===== src/verilog/kef_consts.svh =====
`ifndef KEF_CONSTS_SVH
`define KEF_CONSTS_SVH
// Functional notes
// - queue byte holds key code in bits 5:0, release bit 6, more bit 7.
// - bit 7 set when more entries remain after the one read, else clear.
// - bit 6 set for key release, clear for key press.
// - empty reads 0x3F; overflow reads 0x7F and host keeps reading.
// - key 63 events report bit 7 high, code 0x3F, bit 6 release flag.
// - autorepeat is code 0x3E, bit 7 low, bit 6 means more entries follow.
// - key 62 events report bit 7 high, code 0x3E, bit 6 release flag.
// - while constant-current PWM enabled, key scan stays operating.
// - with PWM off, host, autosleep and autowake update config bit 7.
// - config bit 7 readable anytime, shows current sleep state.
// - with config bit 5 low, interrupt clears only once queue emptied.
// - pointer advances in multi-byte access, but not at queue address.
`define KEF_ADDR_QUEUE   8'h00
`define KEF_ADDR_CONFIG  8'h01
`define KEF_DEPTH        16
`define KEF_CODE_SPECIAL 6'h3F
`define KEF_CODE_REPEAT  6'h3E
`define KEF_BYTE_EMPTY   8'h3F
`define KEF_BYTE_OVFL    8'h7F
`define KEF_CFG_SLEEP    7
`define KEF_CFG_INTMODE  5
`define KEF_CFG_RESET    8'h00
`define KEF_CFG_WMASK    8'hAF
`endif


===== src/verilog/kef_pkg.sv =====
package kef_pkg;
   typedef enum logic [1:0] {
      KEF_RD_IDLE  = 2'b00,
      KEF_RD_KEY   = 2'b01,
      KEF_RD_SPILL = 2'b10
   } kef_rd_e;
   typedef logic [6:0] kef_entry_t;
endpackage


===== src/verilog/kef_queue.sv =====
`timescale 1ns/100ps
`include "kef_consts.svh"
module kef_queue (
   // clock and reset
   input  wire logic       clock,
   input  wire logic       rst_n,
   // key events from debounce
   input  wire logic       evt_valid,
   input  wire logic [5:0] evt_code,
   input  wire logic       evt_release,
   input  wire logic       evt_repeat,
   // register port from serial slave
   input  wire logic       reg_rd,
   input  wire logic       reg_wr,
   input  wire logic       reg_burst,
   input  wire logic [7:0] reg_addr,
   input  wire logic [7:0] reg_wdata,
   output logic      [7:0] reg_rdata,
   output logic      [7:0] reg_ptr,
   // control from and to other blocks
   input  wire logic       pwm_cc_en,
   input  wire logic       auto_sleep,
   input  wire logic       auto_wake,
   input  wire logic       int_cond,
   output logic            key_int,
   output logic            scan_active,
   output logic      [4:0] fill_level
);
   // ****************************************
   // storage
   // ****************************************
   kef_pkg::kef_entry_t mem_ff [`KEF_DEPTH];
   logic                rep_ff [`KEF_DEPTH];
   logic [3:0]          wp_ff;
   logic [3:0]          rp_ff;
   logic [4:0]          cnt_ff;
   logic                ovf_ff;
   logic [7:0]          cfg_ff;
   logic [7:0]          rdata_ff;
   logic [7:0]          ptr_ff;
   logic                int_ff;
   logic                q_rd;
   logic                cfg_hit;
   logic                cfg_wr;
   logic                any_acc;
   logic                pop;
   logic                push;
   logic                drop;
   logic                full;
   logic                empty;
   logic                last_entry;
   logic                flush;
   logic                head_rep;
   logic [7:0]          key_byte;
   logic [7:0]          queue_byte;
   logic [7:0]          nxt_rdata;
   logic [7:0]          nxt_ptr;
   logic [7:0]          nxt_cfg;
   logic                nxt_int;
   kef_pkg::kef_rd_e    rd_kind;
   kef_pkg::kef_entry_t head;
   kef_pkg::kef_entry_t new_entry;

   // ****************************************
   // register decode
   // ****************************************
   assign q_rd    = reg_rd && (reg_addr == `KEF_ADDR_QUEUE);
   assign cfg_hit = (reg_addr == `KEF_ADDR_CONFIG);
   assign cfg_wr  = reg_wr && cfg_hit;
   assign any_acc = reg_rd || reg_wr;

   // ****************************************
   // queue status
   // ****************************************
   assign empty      = (cnt_ff == 5'h00);
   assign full       = (cnt_ff == 5'(`KEF_DEPTH));
   assign last_entry = (cnt_ff == 5'h01);
   assign flush      = !scan_active;
   assign pop        = q_rd && !empty && !ovf_ff;

   // ****************************************
   // event accept
   // ****************************************
   assign push      = evt_valid && !full && scan_active;
   assign drop      = evt_valid && full && scan_active;
   assign new_entry = {evt_release, evt_code};

   // ****************************************
   // head entry
   // ****************************************
   assign head     = mem_ff[rp_ff];
   assign head_rep = rep_ff[rp_ff];

   // ****************************************
   // write pointer
   // ****************************************
   always_ff @(posedge clock or negedge rst_n) begin
      if (!rst_n) begin
         wp_ff <= 4'h0;
      end else if (flush) begin
         wp_ff <= 4'h0;
      end else if (push) begin
         wp_ff <= wp_ff + 4'h1;
      end
   end

   // ****************************************
   // read pointer
   // ****************************************
   always_ff @(posedge clock or negedge rst_n) begin
      if (!rst_n) begin
         rp_ff <= 4'h0;
      end else if (flush) begin
         rp_ff <= 4'h0;
      end else if (pop) begin
         rp_ff <= rp_ff + 4'h1;
      end
   end

   // ****************************************
   // fill count
   // ****************************************
   always_ff @(posedge clock or negedge rst_n) begin
      if (!rst_n) begin
         cnt_ff <= 5'h00;
      end else if (flush) begin
         cnt_ff <= 5'h00;
      end else begin
         cnt_ff <= cnt_ff + 5'(push) - 5'(pop);
      end
   end

   // ****************************************
   // entry storage
   // ****************************************
   always_ff @(posedge clock) begin
      if (push) begin
         mem_ff[wp_ff] <= new_entry;
         rep_ff[wp_ff] <= evt_repeat;
      end
   end

   // ****************************************
   // overflow marker
   // ****************************************
   always_ff @(posedge clock or negedge rst_n) begin
      if (!rst_n) begin
         ovf_ff <= 1'b0;
      end else if (drop) begin
         ovf_ff <= 1'b1;
      end else if (flush) begin
         ovf_ff <= 1'b0;
      end else if (q_rd) begin
         ovf_ff <= 1'b0;
      end
   end

   // ****************************************
   // read kind select
   // ****************************************
   always_comb begin
      rd_kind = kef_pkg::KEF_RD_KEY;
      if (ovf_ff) begin
         rd_kind = kef_pkg::KEF_RD_SPILL;
      end else if (empty) begin
         rd_kind = kef_pkg::KEF_RD_IDLE;
      end
   end

   // ****************************************
   // key entry encode
   // ****************************************
   always_comb begin
      key_byte = {!last_entry, head};
      if (head_rep) begin
         key_byte = {1'b0, !last_entry, `KEF_CODE_REPEAT};
      end else if (head[5:0] == `KEF_CODE_SPECIAL) begin
         key_byte = {1'b1, head};
      end else if (head[5:0] == `KEF_CODE_REPEAT) begin
         key_byte = {1'b1, head};
      end
   end

   // ****************************************
   // queue read byte
   // ****************************************
   always_comb begin
      case (rd_kind)
         kef_pkg::KEF_RD_IDLE: begin
            queue_byte = `KEF_BYTE_EMPTY;
         end
         kef_pkg::KEF_RD_SPILL: begin
            queue_byte = `KEF_BYTE_OVFL;
         end
         kef_pkg::KEF_RD_KEY: begin
            queue_byte = key_byte;
         end
         default: begin
            queue_byte = `KEF_BYTE_EMPTY;
         end
      endcase
   end

   // ****************************************
   // read data
   // ****************************************
   always_comb begin
      nxt_rdata = rdata_ff;
      if (reg_rd) begin
         if (reg_addr == `KEF_ADDR_QUEUE) begin
            nxt_rdata = queue_byte;
         end else if (cfg_hit) begin
            nxt_rdata = cfg_ff;
         end else begin
            nxt_rdata = 8'h00;
         end
      end
   end

   always_ff @(posedge clock or negedge rst_n) begin
      if (!rst_n) begin
         rdata_ff <= 8'h00;
      end else begin
         rdata_ff <= nxt_rdata;
      end
   end

   // ****************************************
   // configuration register
   // ****************************************
   always_comb begin
      nxt_cfg = cfg_ff;
      if (cfg_wr) begin
         nxt_cfg = reg_wdata & `KEF_CFG_WMASK;
      end
      if (pwm_cc_en) begin
         nxt_cfg[`KEF_CFG_SLEEP] = 1'b1;
      end else if (auto_wake) begin
         nxt_cfg[`KEF_CFG_SLEEP] = 1'b1;
      end else if (auto_sleep) begin
         nxt_cfg[`KEF_CFG_SLEEP] = 1'b0;
      end
   end

   always_ff @(posedge clock or negedge rst_n) begin
      if (!rst_n) begin
         cfg_ff <= `KEF_CFG_RESET;
      end else begin
         cfg_ff <= nxt_cfg;
      end
   end

   assign scan_active = cfg_ff[`KEF_CFG_SLEEP] || pwm_cc_en;

   // ****************************************
   // register pointer
   // ****************************************
   always_comb begin
      nxt_ptr = ptr_ff;
      if (any_acc) begin
         nxt_ptr = reg_addr;
         if (reg_burst && reg_addr != `KEF_ADDR_QUEUE) begin
            nxt_ptr = reg_addr + 8'h01;
         end
      end
   end

   always_ff @(posedge clock or negedge rst_n) begin
      if (!rst_n) begin
         ptr_ff <= 8'h00;
      end else begin
         ptr_ff <= nxt_ptr;
      end
   end

   // ****************************************
   // interrupt hold
   // ****************************************
   always_comb begin
      nxt_int = int_ff;
      if (int_cond) begin
         nxt_int = 1'b1;
      end else if (!cfg_ff[`KEF_CFG_INTMODE]) begin
         if (empty && !ovf_ff) begin
            nxt_int = 1'b0;
         end
      end else if (q_rd) begin
         nxt_int = 1'b0;
      end
   end

   always_ff @(posedge clock or negedge rst_n) begin
      if (!rst_n) begin
         int_ff <= 1'b0;
      end else begin
         int_ff <= nxt_int;
      end
   end

   // ****************************************
   // outputs
   // ****************************************
   assign key_int    = int_ff;
   assign reg_rdata  = rdata_ff;
   assign reg_ptr    = ptr_ff;
   assign fill_level = cnt_ff;
endmodule // kef_queue


===== config.mk =====
export PLATFORM = sky130hd
export DESIGN_NAME = kef_queue
export DESIGN_NICKNAME = d
export VERILOG_FILES = /design/src/verilog/kef_pkg.sv /design/src/verilog/kef_queue.sv
export VERILOG_INCLUDE_DIRS = /design/src /design/src/verilog
export SDC_FILE = /design/constraint.sdc
export NUM_CORES = 1
export LEC_CHECK = 0
export ABC_CLOCK_PERIOD_IN_PS = 3300
export BUFFER_PORTS_ARGS = -buffer_cell sky130_fd_sc_hd__buf_4
export CAP_MARGIN = 20
export CORE_MARGIN = 5
export CORE_UTILIZATION = 56
export CTS_BUF_LIST = sky130_fd_sc_hd__clkbuf_4 sky130_fd_sc_hd__clkbuf_8
export CTS_CLUSTER_DIAMETER = 40
export DETAILED_ROUTE_END_ITERATION = 10
export PLACE_DENSITY = 0.85
export SLEW_MARGIN = 0
export SYNTH_ARGS = -nofsm -noshare
export SYNTH_HDL_FRONTEND = slang
export SYNTH_SLANG_ARGS = --single-unit

===== constraint.sdc =====
create_clock -name clock -period 3.3 [get_ports clock]
set_clock_uncertainty 0.2 [all_clocks]
set_input_delay 0.33 -clock clock [delete_from_list [all_inputs] [get_ports clock]]
set_output_delay 0.33 -clock clock [all_outputs]
set_load 0.005 [all_outputs]

==> results.yml, run 1 <==
synth:
  synth_top_area_share: 0.538
  ys_ff_latch: 165
  synth_enable_flop_cells: 128
  synth_top_area_cell: "edfxtp_1"
  ys_async_sr_fraction: 0.224
  synth_cells: 438
  synthTopCellsByArea: "edfxtp_1 (54%), dfrtp_1 (13%), mux4_2 (5.7%), mux4_1 (4.0%), ha_1 (2.5%)"
  synth-seq-area-share: 0.668
  syn_area_um2: 7140
  ys.flop_type: "edfxtp_1"
  yosysWarnings: 0
  syn_nets: 487
  syn_avg_cell_area_um2: 16.3
  synth.distinct_cells: 55
floorplanning:
  num_rows: 41
  die_width_um: 123
  coreArea_um2: 12600
  start_util: 0.568
  io_pins: 57
  fp.dieH_um: 123
  die_area_um2: 15100
grt:
  grt_usage: 0.218
  first_global_vias: 4365
  grt_start_max_net_pins: 38
  grt_pass1_wl_um: 23700
  antenna_found_initial: 0
  overflow: 0
final_layout:
  final_layout_size_suffix_gt1_frac: 0.264
  syn_to_final_growth_pct: 19.7
  fill_cells: 815
  nNetsFinal: 597
  final_cell_mix: "edfxtp_1 (128), buf_4 (82), nor2_1 (40), dfrtp_1 (36), dlygate4sd3_1 (24)"
  stdcell_count: 733
  n_antenna_cell: 0
  final_common_cell: "edfxtp_1"
detailed_routing:
  drtIter0Drc: 371
  drt-total-wl_um: 15300
  wl_per_cell_um: 20.9
  drtAntennaViolNets: 0
  drt_pass1_iterations: 5
  viasPerCell: 5.85
  drcViolationCount: 0
  num_vias: 4286
power_and_ir_drop:
  fin_total_pwr_w: 0.00508
  irDropWorstVdd_v: 0.000567
  p_leak_nw: 3.17
  p_per_area_nw_per_um2: 594
clock_network:
  path_clk_slew_ns: 0.08
  numCtsBuffers: 17
  cts_tree: "done"
  h-tree-depth: 4
  cts_sinks: 165
  clk_path_buf_depth: 2
  root_buffer: "clkbuf_8"
  clock_latency_ns: 0.46
worst_hold_path:
  hold_path.class: "input pin to flip-flop"
  min_path_cells: 3
worst_setup_path:
  r2r-end: "fill_level[4]"
  worstSetupPathType: "flip-flop to flip-flop"
  worstPathRequired_ns: 3.48
  reg2reg_slack_ns: 0.19
  cp_max_fo: 4
  endpoint_kind: "flip-flop"
  cp_data_arrival_time_ns: 3.29
  critical_path.startpoint: "fill_level[3]"
  critPathCapture: "fill_level[4]"
  r2r_cells: 15
  regToRegStartpoint: "fill_level[3]"
  cp-start-kind: "flip-flop"
placed_design:
  dpl.hpwl_um: 10000
  numPortBuffers: 54
  gp_congestion: 0.831
  dp.cells: 676
run:
  maxCapViolations: 0
sta:
  max-slew-margin-rel: 0.555
  tns_ns: 0
  fmax_mhz: 321
  slew_violations: 0
  setup_viol: 0
  worstMarginPinSlew_ns: 0.667
  min_period_ns: 3.11
  finalHoldViolations: 0
  finalCritPeriodShare: 0.943
status:
  status: "finished clean"
-- worst max-delay path, cell delays in order (launching register included) --
cell	delay (ns)
dfrtp_1	0.41
inv_1	0.13
ha_4	0.16
or4b_4	0.48
nand2_1	0.10
nor2_1	0.08
ha_1	0.28
inv_1	0.04
ha_1	0.18
inv_1	0.07
fa_2	0.20
inv_1	0.05
a21oi_1	0.11
nor2_1	0.06
or3_1	0.33
a21oi_1	0.16
-- power by group --
part	internal, W	leakage [nW]	switching (W)
registers	0.00246	1.62	0.000115
clock network	0.000768	0.216	0.000738
logic	0.000465	1.33	0.000534
total	0.00369	3.17	0.00139
-- how the worst min path moves through the flow --
| stage | end | startpoint | slack [ns] |
|---|---|---|---|
| floorplan | cfg_ff[0] | rst_n | -0.17 |
| global route | reg_ptr[4] | reg_addr[4] | 0.02 |
| CTS | reg_ptr[4] | reg_addr[4] | 0.02 |
| global placement | cfg_ff[2] | rst_n | 0.12 |
| finish | reg_ptr[4] | reg_addr[4] | 0.06 |
| detailed placement | reg_rdata[2] | rst_n | 0.12 |
-- stage by stage --
| step | area, µm² | hold WS (ns) | setup WS [ns] | utilization |
|---|---|---|---|---|
| floorplan | 7140 | -0.166 | 0.182 | - |
| global placement | 7870 | 0.115 | 0.0989 | 0.626 |
| detailed placement | 7870 | 0.122 | 0.0142 | 0.626 |
| CTS | 8530 | 0.0201 | 0.162 | 0.679 |
| global route | 8550 | 0.0246 | -0.00790 | 0.680 |
| finish | 8550 | 0.0585 | 0.188 | 0.680 |
-- Yosys cell counts, drive strengths merged, types with 2 or more instances --
library cell	number
a21o	4
a21oi	15
a221o	3
a221oi	6
a22o	2
a22oi	12
a31oi	4
and2	4
and4b	2
buf	9
clkbuf	7
dfrtp	37
edfxtp	128
ha	14
inv	18
mux2	6
mux2i	14
mux4	29
nand2	13
nand2b	3
nand3	4
nand4	6
nor2	40
nor2b	7
nor3	7
o21ai	9
xnor2	7
xor2	9
-- per-layer routing --
layer / global-route usage / routed length [µm] / share of wire / vias to the layer above
li1: - / - / - / 1934
met2: 0.356 / 7640 / 0.50 / 184
met5: 0 / 0 / 0 / -
met1: 0.286 / 6260 / 0.41 / 2150
met4: 0.0609 / 172 / 0.011 / 0
met3: 0.0672 / 1260 / 0.082 / 18
-- cells by family (layout without fill, tap and decap cells) --
kind of cell               Yosys count  after routing  share of synthesized area
DFF                                165            165                      0.668
and+or+nand+nor                     94             94                     0.0664
AOI/OAI and AO/OA                   64             64                     0.0641
muxes                               49             49                      0.128
buffers and inverters               35            158                     0.0270
xor gates and xnor gates            16             16                     0.0196
adders and majority gates           15             15                     0.0273
-- repair_timing --
action                     in CTS  in global routing
hold buffers                   24                  0
hold endpoints to repair      180                  0
gates resized for setup         2                  2
setup buffers                   0                  1
setup endpoints to repair       1                  1
-- state kept, by name, indices dropped and copies added (netlist names) --
name        count
ovf_ff          1
mem_ff        112
reg_ptr         8
wp_ff           4
key_int         1
rp_ff           4
rep_ff         16
reg_rdata       8
fill_level      5
cfg_ff          6
-- area by class of cell --
cell class | instances | area [µm²] | area share
flip-flops and latches | 165 | 4770 | 0.558
multi-input cells | 238 | 2200 | 0.257
repair buffers | 107 | 876 | 0.102
clock buffers | 18 | 241 | 0.0282
well taps | 172 | 215 | 0.0252
clock inverters | 14 | 175 | 0.0205
inverters | 19 | 71.3 | 0.00834
Power figures use the tool's default switching activity.
==> run 2, diff against run 1 <==
Settings changed: CELL_PAD_IN_SITES_DETAIL_PLACEMENT set to 1, CELL_PAD_IN_SITES_GLOBAL_PLACEMENT set to 1, CORE_UTILIZATION 56 to 48, PLACE_DENSITY 0.85 to 0.86.
==> run 2 against run 1 <==
Count of clock-buffer cells in the layout grew 2. Critical path depth did not move. Register-to-register slack lost 0.04 ns. Non-clock buffer count increased by 1. Cell count rose by 1.8%. Via count rose by 0.40%. Die area rose by 15%. Fmax decreased by 1.4%. Largest cell class unchanged. Core utilization fell by 9.4 points. Clock power is 6% lower.
==> results.yml, run 2 (same netlist as run 1, synthesis figures left out) <==
power_and_ir_drop:
  p_leak_nw: 3.15
  p_switching_w: 0.00143
  p_seq_frac: 0.510
  comb_power_share: 0.210
  irDropWorstVdd_v: 0.000278
  p_clk_frac: 0.280
  switching_share: 0.282
  p_int_w: 0.00364
  p_per_area_nw_per_um2: 594
sta:
  worstMarginPinSlew_ns: 0.513
  rsz0062_at_grt: "false"
  whs_ns: 0.0407
  min_period_ns: 3.16
  fmax_mhz: 317
  max-slew-margin-rel: 0.658
  finalCritPeriodShare: 0.957
  slew_violations: 0
  setup_viol: 0
  finalHoldViolations: 0
grt:
  antenna_found_initial: 0
  grt_start_max_net_pins: 38
  overflow: 0
  grt_pass1_wl_um: 26800
  grt_usage: 0.202
  first_global_vias: 4600
worst_setup_path:
  crit_chain: "inv_2 -> ha_4 -> or4b_4 -> nand2_2 -> nor2_2 -> ha_1 -> inv_1 -> ha_1 -> inv_1 -> fa_2 -> inv_1 -> a21oi_1 -> nor2_1 -> or3_1 -> a21oi_2"
  cp-start-kind: "flip-flop"
  worstSetupPathType: "flip-flop to flip-flop"
  slowest_stage: "or4b_4"
  slowest_delay_ns: 0.50
  worstPathRequired_ns: 3.50
  crit_path_frequent_cell: "inv_1"
  cp_data_arrival_time_ns: 3.35
  endpoint_kind: "flip-flop"
  cp_max_fo: 4
final_layout:
  final_common_cell: "edfxtp_1"
  final_layout_size_suffix_gt1_frac: 0.274
  fin_util: 0.586
  top_register: "mem_ff"
  final_cell_mix: "edfxtp_1 (128), buf_4 (83), nor2_1 (39), dfrtp_1 (36), dlygate4sd3_1 (24)"
  syn_to_final_growth_pct: 19.8
  largest_reg_flops: 112
  n_antenna_cell: 0
  nNetsFinal: 598
  reg_top3: "mem_ff: 112 flops, rep_ff: 16 flops"
  stdcell_count: 746
clock_network:
  clk_path_buf_depth: 2
  cts_sinks: 165
  path_clk_slew_ns: 0.09
  clock_latency_ns: 0.46
  h-tree-depth: 4
  numCtsBuffers: 17
  root_buffer: "clkbuf_8"
  cts_tree: "done"
detailed_routing:
  num_vias: 4303
  viasPerCell: 5.77
  drcViolationCount: 0
  drtAntennaViolNets: 0
  drtIter0Drc: 277
  drt_pass1_iterations: 4
  wl_per_cell_um: 23.1
  drt-total-wl_um: 17200
floorplanning:
  coreArea_um2: 14600
  start_util: 0.490
  num_rows: 44
  die_width_um: 132
  fp.dieH_um: 132
  io_pins: 57
  die_area_um2: 17400
worst_hold_path:
  hold_path.class: "input pin to flip-flop"
placed_design:
  dp.cells: 688
  gp_congestion: 0.792
  numPortBuffers: 54
  dpl.hpwl_um: 11600
run:
  maxCapViolations: 0
status:
  status: "finished clean"
## run 2: routing by layer
metal	up-vias	track usage	share of wire
li1	1929	-	-
met4	0	0.0554	0.016
met2	130	0.336	0.50
met1	2217	0.266	0.42
met3	27	0.0489	0.060
met5	-	0	0
## run 2: area by class of cell
type                       count  area [µm²]
multi-input combinational    238        2220
tap                          184         230
sequential                   165        4770
inverter                      19        71.3
fill                        1347        6030
clock inverter                12         128
clock buffer                  20         256
timing repair buffer         108         883
## run 2: critical path: cells and delay by family, from the launching register on
family | cells | cell delay [ns]
buf+inv | 4 | 0.25
fa+ha+maj | 4 | 0.84
flops | 1 | 0.42
compound gates | 2 | 0.26
simple gates | 5 | 1.12
## run 2: worst paths after layout
kind                               start             to  slack [ns]  cells past startpoint
max                        fill_level[2]  fill_level[4]        0.14                     15
min                          reg_addr[6]     reg_ptr[6]        0.04                      3
max reg2reg                fill_level[2]  fill_level[4]        0.14                     15
min reg2reg                 reg_rdata[4]   reg_rdata[4]        0.31                      1
max in group asynchronous          rst_n       rp_ff[0]        2.37                      2
min in group asynchronous          rst_n  fill_level[2]        0.17                      2
## run 2: metrics by stage
step | worst slack, ns | setup TNS [ns] | cell area, µm² | power, W
after floorplan | 0.182 | 0 | 7140 | 0.00316
after global placement | 0.0727 | 0 | 7880 | 0.00351
after detailed placement | -0.0538 | -0.0538 | 7880 | 0.00360
after CTS | 0.0636 | 0 | 8510 | 0.00504
after global routing | 0.0181 | 0 | 8560 | 0.00533
final | 0.143 | 0 | 8560 | 0.00508
## run 2: what timing repair did
| item | CTS | global route |
|---|---|---|
| hold endpoints to repair | 180 | 0 |
| resized for setup | 2 | 8 |
| endpoints found under the setup margin | 1 | 1 |
| buffers inserted | 0 | 2 |
| hold buffers | 24 | 0 |
## run 2: power by group through the flow
stage,Sequential (W),Clock (W),Combinational [W]
finish,0.00259,0.00142,0.00107
detailed placement,0.00263,0,0.000967
global placement,0.00261,0,0.000903
global route,0.00261,0.00156,0.00116
CTS,0.00259,0.00145,0.00101
floorplan,0.00259,0,0.000570
==> run 3, diff against run 2 <==
Settings changed: RECOVER_POWER set to 25.
==> run 3 against run 2 <==
The run now ends with max-capacitance violations, max-slew violations left. Design area shrank 0.26%. Worst hold slack gained 0.0047 ns. First-iteration DRC count grew 4.3%. Flip-flop and latch count is the same. Register-to-register slack is essentially flat. Worst setup slack gained 0.0023 ns. Wire length is the same. Sequential power is essentially flat. Global-route usage is the same. Non-clock buffer count is the same. Total power is essentially flat. Critical path depth is the same. Critical endpoint unchanged. Largest power group unchanged.
==> results.yml, run 3 (same netlist as run 1, synthesis figures left out) <==
placed_design:
  dpl.hpwl_um: 11600
  gp_congestion: 0.792
  dp_slack_ns: -0.0538
  dp.cells: 688
  placed_area_um2: 7880
  numPortBuffers: 54
grt:
  antenna_found_initial: 0
  grt_pass1_wl_um: 26800
  grt_usage: 0.202
  overflow: 0
  grt.met3_usage: 0.0489
  first_global_vias: 4600
  grt_start_max_net_pins: 38
  grt-busiest-layer: "met2"
  grt_use_met2: 0.336
  met1_usage: 0.266
sta:
  whs_ns: 0.0454
  worstMarginPinSlew_ns: 2.08
  setup_viol: 0
  fmax_mhz: 317
  finalHoldViolations: 0
  tns_ns: 0
  layout_setup_ws_ns: 0.145
  slew_violations: 38
  rsz0062_at_grt: "false"
  min_period_ns: 3.15
  finalCritPeriodShare: 0.956
  max-slew-margin-rel: -0.384
floorplanning:
  start_util: 0.490
  num_rows: 44
  coreArea_um2: 14600
  io_pins: 57
  fp.dieH_um: 132
  die_area_um2: 17400
  die_width_um: 132
worst_setup_path:
  slowest_stage: "or4b_4"
  slowest_delay_ns: 0.50
  endpoint_kind: "flip-flop"
  cp_max_fo: 4
  cp_data_arrival_time_ns: 3.35
  worstSetupPathType: "flip-flop to flip-flop"
  worstPathRequired_ns: 3.49
  crit_path_frequent_cell: "inv_1"
  cp-start-kind: "flip-flop"
  crit_chain: "inv_2 -> ha_4 -> or4b_4 -> nand2_2 -> nor2_2 -> ha_1 -> inv_1 -> ha_1 -> inv_1 -> fa_2 -> inv_1 -> a21oi_1 -> nor2_1 -> or3_1 -> a21oi_2"
  reg2reg_slack_ns: 0.15
final_layout:
  n_antenna_cell: 0
  reg_top3: "mem_ff: 112 flops, rep_ff: 16 flops"
  top_register: "mem_ff"
  fill_cells: 1352
  largest_reg_flops: 112
  final_common_cell: "edfxtp_1"
  design_area_um2: 8530
  final_layout_size_suffix_gt1_frac: 0.263
  final_cell_mix: "edfxtp_1 (128), buf_4 (77), nor2_1 (39), dfrtp_1 (36), dlygate4sd3_1 (24)"
  stdcell_count: 746
  syn_to_final_growth_pct: 19.4
  nNetsFinal: 598
detailed_routing:
  drt-total-wl_um: 17200
  num_vias: 4297
  drt_pass1_iterations: 4
  drcViolationCount: 0
  wl_per_cell_um: 23.1
  drtIter0Drc: 289
  drtAntennaViolNets: 0
  viasPerCell: 5.76
power_and_ir_drop:
  irDropWorstVdd_v: 0.000277
  comb_power_share: 0.209
  p_switching_w: 0.00143
  p_per_area_nw_per_um2: 595
  p_seq_frac: 0.510
  p_leak_nw: 3.13
  switching_share: 0.283
  p_int_w: 0.00364
  p_clk_frac: 0.281
status:
  violations: "max-capacitance violations, max-slew violations"
  status: "finished with violations"
clock_network:
  clk_path_buf_depth: 2
  root_buffer: "clkbuf_8"
  h-tree-depth: 4
  cts_tree: "done"
  cts_sinks: 165
  clock_latency_ns: 0.46
  numCtsBuffers: 17
  path_clk_slew_ns: 0.09
run:
  maxCapViolations: 1
worst_hold_path:
  hold_path.class: "input pin to flip-flop"
run 3: final cells by class:
type | instances | area [µm²] | share of cell area
repair buffers | 108 | 861 | 0.101
clock inverters | 12 | 128 | 0.0150
clock buffers | 20 | 256 | 0.0301
inverters | 19 | 71.3 | 0.00836
flip-flops and latches | 165 | 4770 | 0.559
well taps | 184 | 230 | 0.0270
multi-input cells | 238 | 2220 | 0.260
run 3: worst paths after layout:
kind / startpoint / to / cells past startpoint
min: reg_addr[6] / reg_ptr[6] / 3
min in group asynchronous: rst_n / fill_level[2] / 2
min reg2reg: reg_rdata[4] / reg_rdata[4] / 1
max in group asynchronous: rst_n / rp_ff[0] / 2
max: fill_level[2] / fill_level[4] / 15
max reg2reg: fill_level[2] / fill_level[4] / 15
run 3: per-stage QoR:
stage,total power (W),util
6_report,0.00508,0.585
3_5_place_dp,0.00360,0.540
4_1_cts,0.00504,0.584
3_3_place_gp,0.00351,0.540
2_1_floorplan,0.00316,-
5_1_grt,0.00533,0.585
run 3: repair_timing:
item / CTS / global route
hold buffers: 24 / 0
gates resized for setup: 2 / 8
setup endpoints to repair: 1 / 1
buffers inserted: 0 / 2
endpoints found under the hold margin: 180 / 0
run 3: power by group through the flow:
stage	Clock [W]	Sequential, W	Combinational [W]
after floorplan	0	0.00259	0.000570
after global placement	0	0.00261	0.000903
after detailed placement	0	0.00263	0.000967
after CTS	0.00145	0.00259	0.00101
after global routing	0.00156	0.00261	0.00116
final	0.00142	0.00259	0.00106
run 3: critical path: cells and delay by family, from the launching register on:
family	cells	cell delay (ns)
DFF	1	0.42
and+or+nand+nor	5	1.12
AOI/OAI and AO/OA	2	0.26
buffers and inverters	4	0.25
adders and majority gates	4	0.84
run 3: routing by layer:
layer	part of all wire	up-vias
met4	0.015	0
met2	0.50	115
met1	0.44	2228
met3	0.046	22
met5	0	-
li1	-	1932
